### src/design/frame_seq_pkg.sv
// Package of constants and carrier types for the stack frame sequencer.
package frame_seq_pkg;
    localparam int unsigned CLK_HZ = 20000000;
    localparam logic [31:0] DWORD_BYTES = 32'h0000_0004;
    localparam logic [4:0] LEVEL_MAX = 5'h1f;
    localparam logic [31:0] RESET_SP = 32'h0000_0000;
    localparam logic [31:0] RESET_FBP = 32'h0000_0000;
    localparam logic [31:0] RESET_FLAGS = 32'h0000_0002;
    localparam logic [31:0] RESET_IP = 32'h0000_0000;
    localparam logic [15:0] RESET_SEG = 16'h0000;
    localparam logic [2:0] GPR_SP = 3'h4;
    localparam logic [2:0] GPR_FBP = 3'h5;
    localparam int unsigned GPR_COUNT = 8;
    localparam int unsigned SEG_COUNT = 6;
    localparam logic [1:0] SIZE_BYTE = 2'h0;
    localparam logic [1:0] SIZE_WORD = 2'h1;
    localparam logic [1:0] SIZE_DWORD = 2'h2;

    typedef enum logic [1:0] {
        CMD_NONE = 2'h0,
        CMD_CREATE = 2'h1,
        CMD_RELEASE = 2'h2
    } frame_cmd_t;

    typedef struct packed {
        frame_cmd_t cmd;
        logic [15:0] storage;
        logic [4:0] level;
    } frame_req_t;

    typedef struct packed {
        logic req;
        logic write;
        logic [31:0] addr;
        logic [31:0] wdata;
    } stack_mem_req_t;

    typedef struct packed {
        logic we;
        logic [2:0] idx;
        logic [1:0] size;
        logic sign;
        logic [31:0] data;
    } reg_write_t;

    typedef enum logic [6:0] {
        ST_IDLE = 7'b0000001,
        ST_PUSH_FBP = 7'b0000010,
        ST_READ_DISP = 7'b0000100,
        ST_PUSH_DISP = 7'b0001000,
        ST_PUSH_FRAME = 7'b0010000,
        ST_ALLOC = 7'b0100000,
        ST_POP_FBP = 7'b1000000
    } seq_state_t;
endpackage

### src/design/operand_extend.sv
// Operand size and sign extension for byte, word and doubleword values.
`timescale 1ns/1ps
module operand_extend (
    input wire logic [31:0] data_in,
    input wire logic [1:0] size_in,
    input wire logic sign_in,
    output logic [31:0] data_out
);
    wire logic [31:0] byte_ext;
    wire logic [31:0] word_ext;
    assign byte_ext = {{24{sign_in & data_in[7]}}, data_in[7:0]};
    assign word_ext = {{16{sign_in & data_in[15]}}, data_in[15:0]};
    assign data_out = (size_in == frame_seq_pkg::SIZE_BYTE) ? byte_ext :
                      (size_in == frame_seq_pkg::SIZE_WORD) ? word_ext :
                      data_in;
endmodule // operand_extend

### src/design/stack_frame_sequencer.sv
// Stack frame create and release sequencer with its register file.
`timescale 1ns/1ps
// Behaviour
// Outermost level reserves storage, copies nothing
// Outermost display holds old then new base
// Base addresses first push, pointer last dword
// Nested display: caller base, then copied pointers
// Deeper level adds pointer to caller frame (code pushes frame_ptr_q, the new frame base)
// Same level omits caller variable pointer
// Outermost storage base is saved pointer plus four
// Release first loads stack pointer from base
// Release then pops saved base pointer
// Release leaves return address for return
// Eight 32-bit general registers
// Six 16-bit segment registers
// 32-bit flags and instruction pointer
// Byte, word, dword signed and unsigned
// Create takes storage and level 0..31
// Level zero: push, copy, subtract only
// Subtract storage after display build
// Level minus one pointers copied downward
// One dword access at a time, busy held
// Push predecrements four, pop postincrements four
module stack_frame_sequencer (
    input wire logic clk_in,
    input wire logic rst_in,
    input wire frame_seq_pkg::frame_req_t req_in,
    input wire logic req_valid_in,
    input wire frame_seq_pkg::reg_write_t gpr_wr_in,
    input wire logic [2:0] seg_wr_idx_in,
    input wire logic seg_we_in,
    input wire logic [15:0] seg_wdata_in,
    input wire logic flags_we_in,
    input wire logic [31:0] flags_wdata_in,
    input wire logic ip_we_in,
    input wire logic [31:0] ip_wdata_in,
    input wire logic [2:0] gpr_rd_idx_in,
    input wire logic [2:0] seg_rd_idx_in,
    input wire logic [31:0] mem_rdata_in,
    input wire logic mem_ack_in,
    output frame_seq_pkg::stack_mem_req_t mem_out,
    output logic busy_out,
    output logic done_out,
    output logic [31:0] stack_pointer_out,
    output logic [31:0] frame_base_pointer_out,
    output logic [31:0] storage_base_out,
    output logic [31:0] gpr_rdata_out,
    output logic [15:0] seg_rdata_out,
    output logic [31:0] status_flags_register_out,
    output logic [31:0] instruction_pointer_out
);
    // ------------------------------------------------------------
    // Register file
    // ------------------------------------------------------------
    logic [31:0] gpr_q [frame_seq_pkg::GPR_COUNT];
    logic [15:0] seg_q [frame_seq_pkg::SEG_COUNT];
    logic [31:0] flags_q;
    logic [31:0] ip_q;
    frame_seq_pkg::seq_state_t state_q;
    frame_seq_pkg::seq_state_t state_d;
    frame_seq_pkg::stack_mem_req_t mem_q;
    logic [31:0] frame_ptr_q;
    logic [31:0] walk_q;
    logic [31:0] storage_base_q;
    logic busy_q;
    logic [15:0] storage_q;
    logic [4:0] count_q;
    logic [4:0] level_q;
    logic done_q;
    logic [31:0] gpr_rdata_q;
    logic [15:0] seg_rdata_q;
    wire logic [31:0] sp;
    wire logic [31:0] fbp;
    wire logic [31:0] sp_push;
    wire logic [31:0] gpr_ext;
    wire logic idle;
    wire logic start_create;
    wire logic start_release;
    wire logic step;

    assign sp = gpr_q[frame_seq_pkg::GPR_SP];
    assign fbp = gpr_q[frame_seq_pkg::GPR_FBP];
    assign sp_push = sp - frame_seq_pkg::DWORD_BYTES;
    assign idle = (state_q == frame_seq_pkg::ST_IDLE);
    assign start_create = idle & req_valid_in &
                          (req_in.cmd == frame_seq_pkg::CMD_CREATE);
    assign start_release = idle & req_valid_in &
                           (req_in.cmd == frame_seq_pkg::CMD_RELEASE);
    // A memory step completes only when the stack memory acknowledges.
    assign step = mem_q.req & mem_ack_in;

    operand_extend operand_extend_i (
        .data_in(gpr_wr_in.data),
        .size_in(gpr_wr_in.size),
        .sign_in(gpr_wr_in.sign),
        .data_out(gpr_ext)
    );

    // ------------------------------------------------------------
    // Sequencer next state
    // ------------------------------------------------------------
    always_comb begin
        state_d = state_q;
        unique case (state_q)
            frame_seq_pkg::ST_IDLE: begin
                if (start_create) begin
                    state_d = frame_seq_pkg::ST_PUSH_FBP;
                end else if (start_release) begin
                    state_d = frame_seq_pkg::ST_POP_FBP;
                end
            end
            frame_seq_pkg::ST_PUSH_FBP: begin
                if (step) begin
                    if (level_q == 5'h00) begin
                        state_d = frame_seq_pkg::ST_ALLOC;
                    end else if (level_q == 5'h01) begin
                        state_d = frame_seq_pkg::ST_PUSH_FRAME;
                    end else begin
                        state_d = frame_seq_pkg::ST_READ_DISP;
                    end
                end
            end
            frame_seq_pkg::ST_READ_DISP: begin
                if (step) begin
                    state_d = frame_seq_pkg::ST_PUSH_DISP;
                end
            end
            frame_seq_pkg::ST_PUSH_DISP: begin
                if (step) begin
                    state_d = (count_q == 5'h01) ?
                              frame_seq_pkg::ST_PUSH_FRAME :
                              frame_seq_pkg::ST_READ_DISP;
                end
            end
            frame_seq_pkg::ST_PUSH_FRAME: begin
                if (step) begin
                    state_d = frame_seq_pkg::ST_ALLOC;
                end
            end
            frame_seq_pkg::ST_ALLOC: begin
                state_d = frame_seq_pkg::ST_IDLE;
            end
            frame_seq_pkg::ST_POP_FBP: begin
                if (step) begin
                    state_d = frame_seq_pkg::ST_IDLE;
                end
            end
            default: begin
                state_d = frame_seq_pkg::ST_IDLE;
            end
        endcase
    end

    // ------------------------------------------------------------
    // Sequencer and datapath
    // ------------------------------------------------------------
    always_ff @(posedge clk_in or posedge rst_in) begin
        if (rst_in) begin
            state_q <= frame_seq_pkg::ST_IDLE;
            mem_q <= '0;
            frame_ptr_q <= 32'h0000_0000;
            walk_q <= 32'h0000_0000;
            storage_base_q <= frame_seq_pkg::DWORD_BYTES;
            busy_q <= 1'b0;
            storage_q <= 16'h0000;
            count_q <= 5'h00;
            level_q <= 5'h00;
            done_q <= 1'b0;
            flags_q <= frame_seq_pkg::RESET_FLAGS;
            ip_q <= frame_seq_pkg::RESET_IP;
            for (int i = 0; i < frame_seq_pkg::GPR_COUNT; i++) begin
                gpr_q[i] <= 32'h0000_0000;
            end
            for (int i = 0; i < frame_seq_pkg::SEG_COUNT; i++) begin
                seg_q[i] <= frame_seq_pkg::RESET_SEG;
            end
        end else begin
            state_q <= state_d;
            busy_q <= (state_d != frame_seq_pkg::ST_IDLE);
            done_q <= 1'b0;
            if (step) begin
                mem_q.req <= 1'b0;
            end
            // General register writes from the core are ignored while busy so
            // the sequencer owns the pointers for the whole sequence.
            if (idle && gpr_wr_in.we) begin
                gpr_q[gpr_wr_in.idx] <= gpr_ext;
            end
            if (idle && gpr_wr_in.we &&
                gpr_wr_in.idx == frame_seq_pkg::GPR_FBP) begin
                storage_base_q <= gpr_ext + frame_seq_pkg::DWORD_BYTES;
            end
            if (seg_we_in && seg_wr_idx_in < 3'h6) begin
                seg_q[seg_wr_idx_in] <= seg_wdata_in;
            end
            if (flags_we_in) begin
                flags_q <= flags_wdata_in;
            end
            if (ip_we_in) begin
                ip_q <= ip_wdata_in;
            end
            if (start_create) begin
                // Push old base pointer, remembering where it lands.
                storage_q <= req_in.storage;
                level_q <= req_in.level & frame_seq_pkg::LEVEL_MAX;
                count_q <= req_in.level - 5'h01;
                walk_q <= fbp;
                frame_ptr_q <= sp_push;
                gpr_q[frame_seq_pkg::GPR_SP] <= sp_push;
                mem_q <= '{req: 1'b1, write: 1'b1, addr: sp_push,
                           wdata: fbp};
            end
            if (start_release) begin
                // Pointer takes the base first, then the pop reads it.
                gpr_q[frame_seq_pkg::GPR_SP] <= fbp;
                mem_q <= '{req: 1'b1, write: 1'b0, addr: fbp,
                           wdata: 32'h0000_0000};
            end
            if (step) begin
                unique case (state_q)
                    frame_seq_pkg::ST_PUSH_FBP,
                    frame_seq_pkg::ST_PUSH_DISP: begin
                        if (state_d == frame_seq_pkg::ST_READ_DISP) begin
                            walk_q <= walk_q - frame_seq_pkg::DWORD_BYTES;
                            mem_q <= '{req: 1'b1, write: 1'b0,
                                       addr: walk_q -
                                       frame_seq_pkg::DWORD_BYTES,
                                       wdata: 32'h0000_0000};
                            if (state_q == frame_seq_pkg::ST_PUSH_DISP) begin
                                count_q <= count_q - 5'h01;
                            end
                        end else if (state_d ==
                                     frame_seq_pkg::ST_PUSH_FRAME) begin
                            gpr_q[frame_seq_pkg::GPR_SP] <= sp_push;
                            mem_q <= '{req: 1'b1, write: 1'b1,
                                       addr: sp_push,
                                       wdata: frame_ptr_q};
                        end
                    end
                    frame_seq_pkg::ST_READ_DISP: begin
                        gpr_q[frame_seq_pkg::GPR_SP] <= sp_push;
                        mem_q <= '{req: 1'b1, write: 1'b1, addr: sp_push,
                                   wdata: mem_rdata_in};
                    end
                    frame_seq_pkg::ST_POP_FBP: begin
                        gpr_q[frame_seq_pkg::GPR_FBP] <= mem_rdata_in;
                        storage_base_q <= mem_rdata_in +
                            frame_seq_pkg::DWORD_BYTES;
                        gpr_q[frame_seq_pkg::GPR_SP] <=
                            sp + frame_seq_pkg::DWORD_BYTES;
                        done_q <= 1'b1;
                    end
                    default: begin
                    end
                endcase
            end
            if (state_q == frame_seq_pkg::ST_ALLOC) begin
                gpr_q[frame_seq_pkg::GPR_FBP] <= frame_ptr_q;
                storage_base_q <= frame_ptr_q +
                    frame_seq_pkg::DWORD_BYTES;
                gpr_q[frame_seq_pkg::GPR_SP] <=
                    sp - {16'h0000, storage_q};
                done_q <= 1'b1;
            end
        end
    end

    always_ff @(posedge clk_in or posedge rst_in) begin
        if (rst_in) begin
            gpr_rdata_q <= 32'h0000_0000;
            seg_rdata_q <= 16'h0000;
        end else begin
            gpr_rdata_q <= gpr_q[gpr_rd_idx_in];
            seg_rdata_q <= (seg_rd_idx_in < 3'h6) ?
                           seg_q[seg_rd_idx_in] : 16'h0000;
        end
    end

    assign mem_out = mem_q;
    assign busy_out = busy_q;
    assign done_out = done_q;
    assign stack_pointer_out = sp;
    assign frame_base_pointer_out = fbp;
    assign storage_base_out = storage_base_q;
    assign gpr_rdata_out = gpr_rdata_q;
    assign seg_rdata_out = seg_rdata_q;
    assign status_flags_register_out = flags_q;
    assign instruction_pointer_out = ip_q;

    // ------------------------------------------------------------
    // Checks
    // ------------------------------------------------------------
    one_access_a: assert property (
        @(posedge clk_in) disable iff (rst_in)
        mem_q.req && !mem_ack_in |=> mem_q.req && $stable(mem_q.addr))
        else $error("stack access dropped before acknowledge");
    push_predec_a: assert property (
        @(posedge clk_in) disable iff (rst_in)
        start_create |=> mem_q.write && sp == $past(sp) - 32'h4)
        else $error("push did not predecrement by four");
    release_load_a: assert property (
        @(posedge clk_in) disable iff (rst_in)
        start_release |=> sp == $past(fbp) && !mem_q.write)
        else $error("release did not load pointer from base");
    release_pop_a: assert property (
        @(posedge clk_in) disable iff (rst_in)
        state_q == frame_seq_pkg::ST_POP_FBP && step |=>
        fbp == $past(mem_rdata_in) && sp == $past(sp) + 32'h4)
        else $error("release pop wrong");
    level_zero_a: assert property (
        @(posedge clk_in) disable iff (rst_in)
        state_q == frame_seq_pkg::ST_PUSH_FBP && step && level_q == 5'h00
        |=> state_q == frame_seq_pkg::ST_ALLOC)
        else $error("level zero copied pointers");
    outer_level_a: assert property (
        @(posedge clk_in) disable iff (rst_in)
        state_q == frame_seq_pkg::ST_PUSH_FBP && step && level_q == 5'h01
        |=> state_q == frame_seq_pkg::ST_PUSH_FRAME)
        else $error("outermost level copied pointers");
    frame_push_a: assert property (
        @(posedge clk_in) disable iff (rst_in)
        state_q == frame_seq_pkg::ST_PUSH_FRAME && mem_q.req |->
        mem_q.write && mem_q.wdata == frame_ptr_q)
        else $error("frame pointer push wrong");
    alloc_end_a: assert property (
        @(posedge clk_in) disable iff (rst_in)
        state_q == frame_seq_pkg::ST_ALLOC |=>
        fbp == $past(frame_ptr_q) &&
        sp == $past(sp) - {16'h0000, $past(storage_q)} && done_q)
        else $error("allocation end wrong");
    base_four_a: assert property (
        @(posedge clk_in) disable iff (rst_in)
        storage_base_out == fbp + 32'h4)
        else $error("storage base not base plus four");
endmodule // stack_frame_sequencer

### config.mk
export PLATFORM = sky130hd
export DESIGN_NAME = stack_frame_sequencer
export DESIGN_NICKNAME = d
export VERILOG_FILES = /design/src/design/frame_seq_pkg.sv /design/src/design/operand_extend.sv /design/src/design/stack_frame_sequencer.sv
export SDC_FILE = /design/constraint.sdc
export NUM_CORES = 2
export LEC_CHECK = 0
export ABC_AREA = 1
export BUFFER_PORTS_ARGS = -buffer_cell sky130_fd_sc_hd__buf_4
export CAP_MARGIN = 10
export CORE_ASPECT_RATIO = 0.8
export CORE_UTILIZATION = 35
export DETAILED_ROUTE_END_ITERATION = 8
export PLACE_DENSITY = 0.66
export SYNTH_ARGS = -nofsm -noshare
export SYNTH_HDL_FRONTEND = slang
export SYNTH_SLANG_ARGS = --single-unit
export TNS_END_PERCENT = 5
### constraint.sdc
create_clock -name clk_in -period 21.3 [get_ports clk_in]
set_input_delay 2.13 -clock clk_in [delete_from_list [all_inputs] [get_ports clk_in]]
set_output_delay 2.13 -clock clk_in [all_outputs]
set_load 0.05 [all_outputs]
==> results by group <==
Placement
  – Post-DP HPWL: 123,800 um
  – IO Port Bufs: 465
  – GP Congestion: 1.038
  – # placed instances: 6,500
  – Pre-CTS setup slack: 15.21 ns

Run
  – Max-Cap Viols: 0

Worst setup path
  – CP Max Fanout: 31
  – WS Path Type: in -> reg
  – Crit end category: flop
  – CP Launch Type: primary input
  – Crit path DAT: 6.18 ns
  – Worst path required time: 21.77 ns

Floorplan
  – Core Region: 104,900 um2
  – Die Width: 366.5 um
  – Die area: 107,600 um2
  – Initial Util: 35.47%
  – Row count: 106
  – Die H: 293.6 um
  – Io pins: 466

Timing
  – Slew @ Worst Pin: 1.177 ns
  – FMAX: 0.1752 GHz
  – Max-slew violations: 0
  – RSZ-0062 raised after global routing: no
  – # setup viols final: 0
  – Setup TNS: 0 ns
  – Final period utilization: 26.80%
  – Worst Slack Setup Final: 15.59 ns
  – Clock Skew: 0.04424 ns
  – Fin crit period: 5.708 ns
  – Worst slew margin: 20.72%
  – Final Hold Violating Endpoints: 0

Clock tree
  – TritonCTS clock tree: done
  – Hold buffer count at CTS: 0
  – PostCTS Resize Cnt: 0
  – Deepest clock path buffer count: 3
  – CTS H-tree lvls: 3
  – Clk Latency, worst-skew pair: 0.68 ns
  – CTS buffer count: 75
  – # clock sinks: 661
  – Reg clk slew, reported paths: 0.06 ns
  – Setup Buffers After CTS: 0
  – CTS root buf: clkbuf_16

Synth
  – Most frequent cell after synthesis: nand2_1
  – Post-Syn Nets: 5,139
  – Sequential share of the synthesized area: 44.46%
  – Ys Warns: 0
  – Top post-synthesis cells by count: nand2_1 (1,110), o21ai_0 (709), dfrtp_1 (658), nor2_1 (561), inv_1 (375)
  – Primary FF master, synth: dfrtp_1
  – Post-synth ARST share: 100.0%
  – Largest area contributor in the netlist: dfrtp_1
  – Mapped Avg Cell Area: 7.558 um2
  – Cell Area, Synth: 37,210 um2
  – Syn Inst Count: 4,923
  – Largest cells by area after synthesis: dfrtp_1 (44%), nand2_1 (11%), o21ai_0 (9.5%)
  – Post-synth top area share: 44.25%
  – Flops & latches, synth: 661
  – Post-synth EDFFs: 0
  – Synth unique cells: 61

Layout
  – Final Util: 41.93%
  – Non-Filler Instances: 6,650
  – Synthesis-to-layout area growth: 18.22%
  – Register Area: 16,540 um2
  – Final #Nets: 5,389
  – Layout cells sized above 1: 15.72%
  – Area occupied by multi-input gates: 17,530 um2
  – Fill cell count: 10.68k

Worst hold path
  – Hold Crit Class: reg -> reg

Drt
  – Total number of vias: 37.99k
  – Routed wire length: 169,000 um
  – Vias per cell: 5.713
  – DRT iter0 DRCs: 5,459
  – TritonRoute pass-1 iters: 8
  – Residual DRC count: 0
  – Post-DRT Antenna Nets: 0
  – Wire length per cell: 25.42 um

Run status
  – Status: finished, final reports clean

Power
  – Cell Pwr Density: 149.3 nW/um2
  – LEAKAGE: 20.77 nW
  – VDD IR-drop max: 0.00008992 V

Global route
  – First-pass GRT wire length: 243,300 um
  – Initial antenna violation count: 20
  – All-layer global routing usage: 30.61%
  – Global route overflow: 0
  – Vias in the first global route: 34.83k
  – Pin count of the biggest net entering global routing: 133
[worst max-delay path: stages]
cell      delay (ns)
buf_4           0.09
nand2_2         0.47
inv_1           0.23
buf_4           0.46
nand3b_1        0.15
nand2_2         0.39
nor2_1          0.15
buf_4           0.23
nand2_1         0.08
buf_4           0.29
nand2_1         0.56
inv_1           0.68
o22ai_1         0.20
[through the flow]
step	instance area [um2]	total power [mW]	hold slack [ns]
after floorplan	37210	3.963	0.4337
after global placement	41240	5.011	0.4599
after detailed placement	41240	5.040	0.4672
after CTS	43960	6.493	0.4818
after global routing	43960	6.864	0.4924
final	43990	6.569	0.4785
[per-layer routing]
layer	up-vias	global-route usage, %	part of all wire, %
met5	-	0	0.11
met4	26	12.10	4.3
met3	376	12.05	14
met2	2467	43.15	41
met1	18240	41.62	41
li1	16880	-	-
[where the power goes]
| group | internal (mW) | switching [mW] | leakage [nW] |
|---|---|---|---|
| clock | 0.848 | 0.592 | 1.33 |
| combinational | 0.823 | 2.03 | 11.3 |
| sequential | 1.72 | 0.552 | 8.17 |
[flip-flops by register name, summed over array words and instances (netlist names), 5 cells and up]
register	count
gpr_q	192
seg_q	96
mem_out	66
frame_base_pointer_out	32
frame_ptr_q	32
gpr_rdata_out	32
instruction_pointer_out	32
stack_pointer_out	32
status_flags_register_out	32
storage_base_out	32
walk_q	32
seg_rdata_out	16
storage_q	16
state_q	7
count_q	5
level_q	5
[cell type report]
| class | instances | share of cell area (%) |
|---|---|---|
| Tap cell | 1404 | 3.994 |
| Antenna cell | 11 | 0.06258 |
| Inverter | 408 | 3.504 |
| Timing Repair Buffer | 514 | 8.801 |
| Sequential cell | 661 | 37.61 |
| Clock buffer | 101 | 4.762 |
| Multi-Input combinational cell | 3513 | 39.85 |
| Clock inverter | 38 | 1.411 |
[path summary, 6_finish.rpt]
| path | start | cells after the start | slack (ns) | end |
|---|---|---|---|---|
| setup / recovery | mem_ack_in | 13 | 15.59 | mem_out[50] |
| hold / removal | gpr_q[213] | 2 | 0.48 | gpr_q[213] |
| setup reg to reg | mem_out[65] | 12 | 16.61 | mem_out[50] |
| hold reg to reg | gpr_q[213] | 2 | 0.48 | gpr_q[213] |
| max in group asynchronous | rst_in | 5 | 16.28 | gpr_q[246] |
| min in group asynchronous | rst_in | 2 | 1.67 | instruction_pointer_out[16] |
[placed cells by master, fill, tap and decap left out, types with 59 or more instances in the layout]
cell type	synthesis	routed
xor2_1	59	59
o21ai_0	709	709
buf_4	70	513
nor2_1	561	560
mux2_2	64	64
nand3_1	239	238
clkbuf_16	0	75
nand2_1	1110	1104
dfrtp_1	658	658
inv_1	375	371
a21oi_1	226	226
[logic make-up (layout without fill, tap and decap cells)]
kind of cell | after synthesis | after routing | synth area share, %
and+or+nand+nor | 2101 | 2101 | 23.71
AOI/OAI and AO/OA | 1258 | 1258 | 18.97
buffers and inverters | 749 | 1061 | 8.518
DFF | 661 | 661 | 44.47
xor gates and xnor gates | 64 | 64 | 1.506
muxes | 64 | 64 | 1.937
adders and majority gates | 26 | 26 | 0.8945
other | 0 | 11 | 0
(Power assumes the default switching activity.)
